--- src/hdl/strap_pkg.sv ---
package strap_pkg;
	localparam int MODE_W = 5;
	localparam int ADDR_W = 3;
	localparam int LED_N = 5;
	localparam int ALT_N = 5;
	localparam int MGMT_ADDR_W = 5;
	localparam int STRAP_W = 17;
	localparam int IRQ_W = 6;
	localparam int WB_AW = 8;

	// raw strap vector layout
	localparam int SP_MODE = 0;
	localparam int SP_ADDR = 5;
	localparam int SP_ALLOW = 8;
	localparam int SP_LED = 9;
	localparam int SP_STYLE = 14;
	localparam int SP_REFCLK = 15;
	localparam int SP_MAG = 16;

	// register byte addresses
	localparam logic [WB_AW-1:0] STRAP_STATUS_ADDR = 8'h00;
	localparam logic [WB_AW-1:0] OUTPUT_CONTROL_ADDR = 8'h04;
	localparam logic [WB_AW-1:0] TIMING_CONFIG_ADDR = 8'h08;
	localparam logic [WB_AW-1:0] GPIO_BUFFER_TYPE_ADDR = 8'h0C;
	localparam logic [WB_AW-1:0] IRQ_STATUS_ADDR = 8'h10;
	localparam logic [WB_AW-1:0] IRQ_MASK_ADDR = 8'h14;

	// output control fields
	localparam int OC_ALLOW = 0;
	localparam int OC_INDICATOR_POLARITY = 1;
	localparam int OC_WAKEPOL = 6;
	// timing config fields
	localparam int TC_POL_A = 0;
	localparam int TC_POL_B = 1;

	// alternate function pin indices
	localparam int ALT_WAKE = 0;
	localparam int ALT_SOF_RX = 1;
	localparam int ALT_SOF_TX = 2;
	localparam int ALT_EVT_A = 3;
	localparam int ALT_EVT_B = 4;

	// interrupt status bits
	localparam int IRQ_CAPTURE = 0;
	localparam int IRQ_WAKE = 1;
	localparam int IRQ_SOF_RX = 2;
	localparam int IRQ_SOF_TX = 3;
	localparam int IRQ_EVT_A = 4;
	localparam int IRQ_EVT_B = 5;

	localparam logic [MODE_W-1:0] MODE_PD_PLL_ON = 5'h08;
	localparam logic [MODE_W-1:0] MODE_PD_PLL_OFF = 5'h09;

	// reset values
	localparam logic [LED_N-1:0] INDICATOR_POLARITY_RESET = 5'h00;
	localparam logic [ALT_N-1:0] GPIO_BUF_RESET = 5'h00;
	localparam logic WAKE_POL_RESET = 1'b0;
	localparam logic [1:0] TIMING_POL_RESET = 2'h3;
	localparam logic [IRQ_W-1:0] IRQ_MASK_RESET = 6'h00;
endpackage

--- src/hdl/pin_sync.sv ---
`timescale 1ns/10ps
`default_nettype none
module pin_sync #(
	parameter int WIDTH = 1
) (
	input wire logic clk_i,
	input wire logic rst_i,
	input wire logic [WIDTH-1:0] async_i,
	output logic [WIDTH-1:0] sync_o
);
	logic [WIDTH-1:0] meta_reg;

	// first stage is read only by the second stage
	always_ff @(posedge clk_i) begin
		if (rst_i) begin
			meta_reg <= '0;
			sync_o <= '0;
		end else begin
			meta_reg <= async_i;
			sync_o <= meta_reg;
		end
	end
endmodule
`default_nettype wire

--- src/hdl/pin_driver.sv ---
`timescale 1ns/10ps
`default_nettype none
module pin_driver (
	input wire logic enable_i,
	input wire logic active_i,
	input wire logic active_high_i,
	input wire logic open_drain_i,
	output logic level_o,
	output logic oe_o
);
	logic level;

	assign level = active_i ? active_high_i : ~active_high_i;

	// open drain only ever pulls low and floats for a high level
	always_comb begin
		if (!enable_i) begin
			level_o = 1'b0;
			oe_o = 1'b0;
		end else if (open_drain_i) begin
			level_o = 1'b0;
			oe_o = ~level;
		end else begin
			level_o = level;
			oe_o = 1'b1;
		end
	end
endmodule
`default_nettype wire

--- src/hdl/strap_capture_pin_config.sv ---
// Added by the designer: the Wishbone register port and the register offsets.
`timescale 1ns/10ps
`default_nettype none
module strap_capture_pin_config
	import strap_pkg::*;
(
	input wire logic clk_i,
	input wire logic rst_i,
	input wire logic reset_pin_n_i,
	input wire logic [MODE_W-1:0] mode_strap_i,
	input wire logic [ADDR_W-1:0] station_address_strap_i,
	input wire logic broadcast_address_allow_i,
	input wire logic indicator_style_select_i,
	input wire logic ref_clock_out_enable_i,
	input wire logic integrated_magnetics_defaults_i,
	input wire logic [LED_N-1:0] led_pin_i,
	input wire logic [LED_N-1:0] led_on_i,
	output logic [LED_N-1:0] led_pin_o,
	output logic [LED_N-1:0] led_pin_oe_o,
	input wire logic wake_event_i,
	input wire logic sof_rx_i,
	input wire logic sof_tx_i,
	input wire logic time_event_a_i,
	input wire logic time_event_b_i,
	output logic [ALT_N-1:0] gpio_pin_o,
	output logic [ALT_N-1:0] gpio_pin_oe_o,
	input wire logic [MGMT_ADDR_W-1:0] mgmt_addr_i,
	output logic mgmt_addr_match_o,
	output logic [MODE_W-1:0] operating_mode_o,
	output logic soft_power_down_o,
	output logic pll_enable_o,
	output logic ref_clock_out_pin_enable_o,
	output logic indicator_individual_o,
	output logic integrated_magnetics_defaults_o,
	output logic config_valid_o,
	input wire logic wb_cyc_i,
	input wire logic wb_stb_i,
	input wire logic wb_we_i,
	input wire logic [WB_AW-1:0] wb_adr_i,
	input wire logic [3:0] wb_sel_i,
	input wire logic [31:0] wb_dat_i,
	output logic [31:0] wb_dat_o,
	output logic wb_ack_o,
	output logic irq_o
);
	typedef struct packed {
		logic pin_rst_n_prev;
		logic captured;
		logic [MODE_W-1:0] mode;
		logic [ADDR_W-1:0] station;
		logic allow_strap;
		logic [LED_N-1:0] led_strap;
		logic style;
		logic refclk;
		logic magnetics;
		logic allow_en;
		logic [LED_N-1:0] indicator_polarity;
		logic wake_pol;
		logic [1:0] time_pol;
		logic [ALT_N-1:0] gpio_buf;
		logic [IRQ_W-1:0] irq_status;
		logic [IRQ_W-1:0] irq_mask;
		logic ack;
		logic [31:0] rdata;
		logic [LED_N-1:0] led_out;
		logic [LED_N-1:0] led_oe;
		logic [ALT_N-1:0] gpio_out;
		logic [ALT_N-1:0] gpio_oe;
		logic addr_match;
	} state_type;

	state_type state_reg;
	state_type state_next;

	logic [STRAP_W-1:0] strap_raw;
	logic [STRAP_W-1:0] strap_sync;
	logic pin_rst_n_sync;
	logic capture;
	logic [ALT_N-1:0] alt_active;
	logic [ALT_N-1:0] alt_high;
	logic [ALT_N-1:0] alt_level;
	logic [ALT_N-1:0] alt_oe;
	logic [LED_N-1:0] led_level;
	logic [LED_N-1:0] led_oe;
	logic [IRQ_W-1:0] irq_events;
	logic wb_req;
	logic wb_done;
	logic [31:0] wmask;
	logic [31:0] wdata;
	logic [31:0] rd_value;

	// led pins double as straps, read back through the same synchroniser
	assign strap_raw = {integrated_magnetics_defaults_i, ref_clock_out_enable_i, indicator_style_select_i,
		led_pin_i, broadcast_address_allow_i, station_address_strap_i, mode_strap_i};

	pin_sync #(
		.WIDTH(STRAP_W + 1)
	) u_sync (
		.clk_i(clk_i),
		.rst_i(rst_i),
		.async_i({reset_pin_n_i, strap_raw}),
		.sync_o({pin_rst_n_sync, strap_sync})
	);

	// straps and reset ride the same two stages, so both are aligned here
	assign capture = pin_rst_n_sync & ~state_reg.pin_rst_n_prev;

	assign alt_active[ALT_WAKE] = wake_event_i;
	assign alt_active[ALT_SOF_RX] = sof_rx_i;
	assign alt_active[ALT_SOF_TX] = sof_tx_i;
	assign alt_active[ALT_EVT_A] = time_event_a_i;
	assign alt_active[ALT_EVT_B] = time_event_b_i;

	assign alt_high[ALT_WAKE] = state_reg.wake_pol;
	assign alt_high[ALT_SOF_RX] = 1'b1;
	assign alt_high[ALT_SOF_TX] = 1'b1;
	assign alt_high[ALT_EVT_A] = state_reg.time_pol[TC_POL_A];
	assign alt_high[ALT_EVT_B] = state_reg.time_pol[TC_POL_B];

	// one driver per shared pin, so buffer type and polarity stay per pin
	genvar g;
	generate
		for (g = 0; g < ALT_N; g++) begin : gen_alt
			pin_driver u_alt (
				.enable_i(state_reg.captured),
				.active_i(alt_active[g]),
				.active_high_i(alt_high[g]),
				.open_drain_i(state_reg.gpio_buf[g]),
				.level_o(alt_level[g]),
				.oe_o(alt_oe[g])
			);
		end
		for (g = 0; g < LED_N; g++) begin : gen_led
			pin_driver u_led (
				.enable_i(state_reg.captured),
				.active_i(led_on_i[g]),
				.active_high_i(state_reg.indicator_polarity[g]),
				.open_drain_i(1'b0),
				.level_o(led_level[g]),
				.oe_o(led_oe[g])
			);
		end
	endgenerate

	assign irq_events = {time_event_b_i, time_event_a_i, sof_tx_i, sof_rx_i, wake_event_i, capture};

	assign wb_req = wb_cyc_i & wb_stb_i;
	// write lands at the edge on which the master sees ack
	assign wb_done = wb_req & state_reg.ack;

	always_comb begin
		for (int i = 0; i < 4; i++) begin
			wmask[i*8 +: 8] = {8{wb_sel_i[i]}};
		end
		wdata = wb_dat_i & wmask;
	end

	always_comb begin
		rd_value = 32'h00000000;
		unique case (wb_adr_i)
			STRAP_STATUS_ADDR: begin
				rd_value[STRAP_W-1:0] = {state_reg.magnetics, state_reg.refclk, state_reg.style,
					state_reg.led_strap, state_reg.allow_strap, state_reg.station, state_reg.mode};
				rd_value[STRAP_W] = state_reg.captured;
			end
			OUTPUT_CONTROL_ADDR: begin
				rd_value[OC_ALLOW] = state_reg.allow_en;
				rd_value[OC_INDICATOR_POLARITY +: LED_N] = state_reg.indicator_polarity;
				rd_value[OC_WAKEPOL] = state_reg.wake_pol;
			end
			TIMING_CONFIG_ADDR: rd_value[1:0] = state_reg.time_pol;
			GPIO_BUFFER_TYPE_ADDR: rd_value[ALT_N-1:0] = state_reg.gpio_buf;
			IRQ_STATUS_ADDR: rd_value[IRQ_W-1:0] = state_reg.irq_status;
			IRQ_MASK_ADDR: rd_value[IRQ_W-1:0] = state_reg.irq_mask;
			default: rd_value = 32'h00000000;
		endcase
	end

	always_comb begin
		state_next = state_reg;
		state_next.pin_rst_n_prev = pin_rst_n_sync;

		// holding pin reset low returns the shared pins to strap sensing
		if (!pin_rst_n_sync) begin
			state_next.captured = 1'b0;
		end
		if (capture) begin
			state_next.captured = 1'b1;
			state_next.mode = strap_sync[SP_MODE +: MODE_W];
			state_next.station = strap_sync[SP_ADDR +: ADDR_W];
			state_next.allow_strap = strap_sync[SP_ALLOW];
			state_next.allow_en = ~strap_sync[SP_ALLOW];
			state_next.led_strap = strap_sync[SP_LED +: LED_N];
			state_next.indicator_polarity = ~strap_sync[SP_LED +: LED_N];
			state_next.style = strap_sync[SP_STYLE];
			state_next.refclk = strap_sync[SP_REFCLK];
			state_next.magnetics = strap_sync[SP_MAG];
		end

		// address zero answered while the allow enable is set, or always when the station strap is zero
		state_next.addr_match = (mgmt_addr_i == {{(MGMT_ADDR_W-ADDR_W){1'b0}}, state_reg.station})
			|| (state_reg.allow_en && mgmt_addr_i == '0);

		state_next.ack = wb_req & ~state_reg.ack;
		if (wb_req && !state_reg.ack) begin
			state_next.rdata = rd_value;
		end

		if (wb_done && wb_we_i) begin
			unique case (wb_adr_i)
				OUTPUT_CONTROL_ADDR: begin
					if (wb_sel_i[0]) begin
						state_next.allow_en = wdata[OC_ALLOW];
						state_next.indicator_polarity = wdata[OC_INDICATOR_POLARITY +: LED_N];
						state_next.wake_pol = wdata[OC_WAKEPOL];
					end
				end
				TIMING_CONFIG_ADDR: begin
					if (wb_sel_i[0]) begin
						state_next.time_pol = wdata[1:0];
					end
				end
				GPIO_BUFFER_TYPE_ADDR: begin
					if (wb_sel_i[0]) begin
						state_next.gpio_buf = wdata[ALT_N-1:0];
					end
				end
				IRQ_STATUS_ADDR: state_next.irq_status = state_reg.irq_status & ~wdata[IRQ_W-1:0];
				IRQ_MASK_ADDR: begin
					if (wb_sel_i[0]) begin
						state_next.irq_mask = wdata[IRQ_W-1:0];
					end
				end
				default: begin
				end
			endcase
		end
		// an event in the clearing cycle survives the clear
		state_next.irq_status = state_next.irq_status | irq_events;

		state_next.led_out = led_level;
		state_next.led_oe = led_oe;
		state_next.gpio_out = alt_level;
		state_next.gpio_oe = alt_oe;
	end

	always_ff @(posedge clk_i) begin
		if (rst_i) begin
			state_reg <= '0;
			state_reg.indicator_polarity <= INDICATOR_POLARITY_RESET;
			state_reg.wake_pol <= WAKE_POL_RESET;
			state_reg.time_pol <= TIMING_POL_RESET;
			state_reg.gpio_buf <= GPIO_BUF_RESET;
			state_reg.irq_mask <= IRQ_MASK_RESET;
		end else begin
			state_reg <= state_next;
		end
	end

	assign led_pin_o = state_reg.led_out;
	assign led_pin_oe_o = state_reg.led_oe;
	assign gpio_pin_o = state_reg.gpio_out;
	assign gpio_pin_oe_o = state_reg.gpio_oe;
	assign mgmt_addr_match_o = state_reg.addr_match;
	assign operating_mode_o = state_reg.mode;
	// mode decodes stay quiet while pin reset is low; the held code may be stale
	// until the next capture replaces it
	assign soft_power_down_o = state_reg.captured
		&& (state_reg.mode == MODE_PD_PLL_ON || state_reg.mode == MODE_PD_PLL_OFF);
	assign pll_enable_o = !(state_reg.captured && state_reg.mode == MODE_PD_PLL_OFF);
	assign ref_clock_out_pin_enable_o = state_reg.captured & state_reg.refclk;
	assign indicator_individual_o = state_reg.style;
	assign integrated_magnetics_defaults_o = state_reg.magnetics;
	assign config_valid_o = state_reg.captured;
	assign wb_dat_o = state_reg.rdata;
	assign wb_ack_o = state_reg.ack;
	assign irq_o = |(state_reg.irq_status & state_reg.irq_mask);
endmodule
`default_nettype wire

--- config.mk ---
export PLATFORM = sky130hd
export DESIGN_NAME = strap_capture_pin_config
export DESIGN_NICKNAME = d
export VERILOG_FILES = /design/src/hdl/strap_pkg.sv /design/src/hdl/pin_sync.sv /design/src/hdl/pin_driver.sv /design/src/hdl/strap_capture_pin_config.sv
export SDC_FILE = /design/constraint.sdc
export NUM_CORES = 1
export LEC_CHECK = 0
export BUFFER_PORTS_ARGS = -buffer_cell sky130_fd_sc_hd__buf_2
export CORE_MARGIN = 5
export CORE_UTILIZATION = 35
export CTS_CLUSTER_DIAMETER = 200
export DETAILED_ROUTE_END_ITERATION = 6
export SLEW_MARGIN = 30
export SYNTH_ARGS = -nofsm -noshare
export SYNTH_HDL_FRONTEND = slang
export SYNTH_SLANG_ARGS = --single-unit
--- constraint.sdc ---
create_clock -name clk_i -period 2.35 [get_ports clk_i]
set_input_delay 0.47 -clock clk_i [delete_from_list [all_inputs] [get_ports clk_i]]
set_output_delay 0.47 -clock clk_i [all_outputs]
set_load 0.02 [all_outputs]
After elaboration in Yosys (flattened, before gate mapping)
Cells that the tools add are included.

Equal/unequal tests: 9. Multiplexer cells: 33. Bitwise gates (word level): 28. Reduce and logical (&&, ||, !) cells: 22.

Operator list (number): $mux W26 (1); $mux W24 (1); $mux W6 (3); $mux W1 (17); $not A1 Y1 (17); $eq A8 B4 Y1 const B (2); $eq A8 B5 Y1 const B (2); $pmux W3 S5 (1); $reduce_or A3 Y1 (5); $mux W7 (2); $and A6 B6 Y6 (2); $pmux W2 S6 (1); $reduce_and A3 Y1 (4); $mux W11 (1); $eq A5 B4 Y1 const B (2); $mux W5 (2); $eq A8 B3 Y1 const B (1); $logic_not A8 Y1 (1); $and A7 B7 Y7 (1); $not A6 Y6 (1); $or A6 B6 Y6 (1); $reduce_or A6 Y1 (1); $and A1 B1 Y1 (5); $eq A5 B3 Y1 (1); other kinds (10) (17).

Register bits after elaboration: 117. Bits of input ports: 82. Output and inout bits: 66. Logic and storage cells: 121.

Logic depth before layout (Yosys ltp)
Depth after elaboration: 7. Depth in mapped cells: 6. Depth with buffers taken out: 4.

Modules after synthesis
From an unflattened synthesis, not the netlist that was laid out.

Cell total of the unflattened synthesis: 522. Area total of the unflattened synthesis: 5098.6 µm².

By module, submodules not included: strap_capture_pin_config (instances 1, cells an instance 417, area an instance 3853.7 µm², sequential area each 1701.6 µm²); pin_sync (instances 1, cells an instance 75, area an instance 994.7 µm², sequential area each 720.7 µm²); pin_driver (instances 10, cells an instance 3, area an instance 25.0 µm², sequential area each 0.0 µm²).

Worst setup path after synthesis
No wires, ideal clock.

Path kind: input-to-reg. Start point: in wb_adr_i[4]. End point: reg state_reg (netlist bit wb_dat_o[3]). Library setup time: 0.088 ns. Arrival: 1.553 ns. Path slack: 0.709 ns. Stages: 5. Cells stage by stage: buf_6 -> or4_4 -> nor2_4 -> a22oi_1 -> a311oi_2.

Cells in the longest elaborated chain, start to end: 2.

RTL lines: start, declared (line strap_capture_pin_config.sv:39) `input wire logic [WB_AW-1:0] wb_adr_i,`; $eq A8 B5 Y1, or another cell as far along (line strap_capture_pin_config.sv:160) `unique case (wb_adr_i)`; $pmux W3 S5 (*) (line strap_capture_pin_config.sv:160); end signal, assigned (line strap_capture_pin_config.sv:256) `state_reg <= state_next;`; end, declared (line strap_capture_pin_config.sv:72) `state_type state_reg;`.

Every way passes the cells marked *; elsewhere a longest branch is shown, timed or not. A chain may end at the register's enable or synchronous reset.

Final worst setup path
Start point: reg state_reg (netlist bit config_valid_o). End point: out pll_enable_o.

Cells in the longest elaborated chain, start to end: 2.

RTL lines: $logic_and A1 B1 Y1 (line strap_capture_pin_config.sv:270) `assign pll_enable_o = !(state_reg.captured && state_reg.mode == MODE_PD_PLL_OFF);`; $logic_not A1 Y1 (line strap_capture_pin_config.sv:270); end, declared (line strap_capture_pin_config.sv:31) `output logic pll_enable_o,`.

No other way between the ends.

==> impl_metrics.ini <==
[worst_setup_path]
critPathMaxStageDelay_ns = 0.49
cp-start-kind = register
r2r_start = wb_ack_o
cp-startpoint = config_valid_o
cp-end-kind = primary output
r2r_slack_ns = 0.76
path_buf_inv = 1
crit_family = flip-flops
crit_chain = and4_1 -> nand2_1 -> buf_2
required_ns = 1.88
path_class = register to primary output
cp_max_fo = 6
critPathSlowestCell = dfxtp_1
crit_arrival_ns = 1.39

[power_and_ir_drop]
ir_drop_v = 0.000509
p_per_area_nw_per_um2 = 843
p_leak_nw = 2.42

[finish]
antennaDiodeCount = 0
seqCellArea_sq_um = 2340
fillCellCount = 1362
final_cell_mix = 117 x dfxtp_1, 104 x buf_2, 50 x nor2_1
area.growth.synth_to_final_pct = 18.0
final_cell_area_sq_um = 5590
layout.nets = 652
largest_register_ffs = 34
final_common_cell = dfxtp_1
drive_gt1_share_pct = 26.2
multi_input_area_sq_um = 1820

[flow_run]
maxCapViolations = 0

[global_route]
grt_antenna_before_repair = 0
grt_max_degree = 68
grt_pass1_vias = 3507
track_usage_pct = 14.1
grt_pass1_wl_um = 17700
overflow = 0

[sta]
period_minus_slack_ns = 1.86
finalHoldViolations = 0
setup_violations = 0
slew_headroom_pct = 58.5
clock.fmax_ghz = 0.536
finalMaxSlewViolations = 0
fin_crit_sh_pct = 79.4
rsz0062_at_grt = no
finalClockSkew_ns = 0.0130
finalSetupTns_ns = 0
worst_pin_slew_ns = 0.622

[clock_network]
clock_path_buffers = 2
ctsRootBufferMaster = clkbuf_16
worst_skew_pair.late_latency_ns = 0.41
clk_pin_slew_worst_paths_ns = 0.05
cts_num_sinks = 117
cts_buffers = 17
postCtsSetupRepairBufs = 0
cts_resized = 0
cts_hold_buf = 0
htreeDepth = 4
tritoncts = yes

[hold_path]
hold_class = input pin to register
hold_path.startpoint = mgmt_addr_i[4]

[detailed_routing]
drc = 0
drt_iter0_markers = 201
wirelength_um = 11000
via_per_inst = 4.66
wl_per_cell_um = 14.5
vias = 3539
ant_nets = 0
drt_pass1_iterations = 4

[synthesis]
synth_area_per_cell_sq_um = 9.24
ys_seq_area_share_pct = 49.5
ys_types = 46
synth-main-ff-cell = dfxtp_1
yosysWarningCount = 0
synth-edff-count = 0
syn_inst = 512
ys_ff_latch = 117
synth_area_sq_um = 4730
async_flop_share_pct = 0

[place]
dpl_cell_area_sq_um = 5030
place_congestion = 0.852
io_buffers = 105
hpwl_um = 8060

[floorplanning]
coreArea_sq_um = 13200
io_pins = 148
dieHeight_um = 126
dieWidth_um = 126
rows = 42
dieArea_sq_um = 15900
start_util_pct = 35.7

[status]
outcome = finished clean
cells by family (layout without fill, tap and decap cells):
kind of cell / after synthesis / in the layout / synth area share, %
AOI/OAI and AO/OA: 92 / 92 / 12.3
buffers and inverters: 103 / 161 / 13.1
xor gates and xnor gates: 10 / 10 / 1.85
other: 1 / 14 / 0.0792
DFF: 117 / 117 / 49.5
muxes: 14 / 14 / 3.54
and+or+nand+nor: 175 / 175 / 19.6
layer usage:
layer / wire, um / share of wire, % / track usage [%] / up-vias
met4: 263 / 2.4 / 6.56 / 0
met2: 5150 / 47 / 22.3 / 108
li1: - / - / - / 1779
met5: 0 / 0 / 0 / -
met3: 723 / 6.6 / 5.12 / 21
met1: 4880 / 44 / 17.2 / 1631
Yosys cell counts, drive strengths merged, types with 6 or more instances:
library cell	number	area (sq um)
a211oi	6	45.0
a21oi	40	200
a22oi	18	135
buf	63	470
clkbuf	21	78.8
dfxtp	117	2340
inv	19	71.3
mux2i	10	100
nand2	40	150
nand3	13	65.1
nor2	51	199
nor2b	38	238
nor3	7	35.0
o21ai	13	65.1
xor2	10	87.6
through the flow:
stage | power, mW | setup WS, ns | hold WS, ns | instances | utilization [%]
5_1_grt | 4.89 | 0.375 | 0.219 | 759 | 42.2
6_report | 4.71 | 0.485 | 0.224 | 759 | 42.2
3_3_place_gp | 2.37 | 0.323 | 0.420 | 727 | 38.0
4_1_cts | 4.76 | 0.439 | 0.214 | 759 | 42.2
3_5_place_dp | 2.37 | 0.258 | 0.425 | 727 | 38.0
2_1_floorplan | 2.29 | 0.709 | 0.414 | 525 | -
worst paths after layout:
| kind | end | depth (start not counted) |
|---|---|---|
| worst max register to register | state_reg[56] | 4 |
| worst min-delay path | mgmt_addr_match_o | 2 |
| worst max-delay path | pll_enable_o | 3 |
| worst min register to register | indicator_individual_o | 2 |
worst reg2reg max path, stage by stage (launching register included):
cell	delay, ns
dfxtp_1	0.34
and4_1	0.32
nand4_1	0.45
mux2i_1	0.31
nor2_1	0.05
cell type report:
type	count	area share, %
Timing Repair Buffer	110	10.3
Clock inverter	9	1.39
Sequential cell	117	41.9
Tap cell	176	3.94
Multi-Input combinational cell	305	32.5
Inverter	19	1.28
Clock buffer	23	8.56
where the power goes:
group          total [mW]  leakage (nW)  switching [mW]  internal [mW]
clock network        2.37         0.269           0.850           1.52
logic               0.264          1.20           0.163          0.101
registers            2.07         0.954          0.0286           2.04
total                4.71          2.42            1.04           3.66
Note: power is estimated with default switching activity, not from simulation.
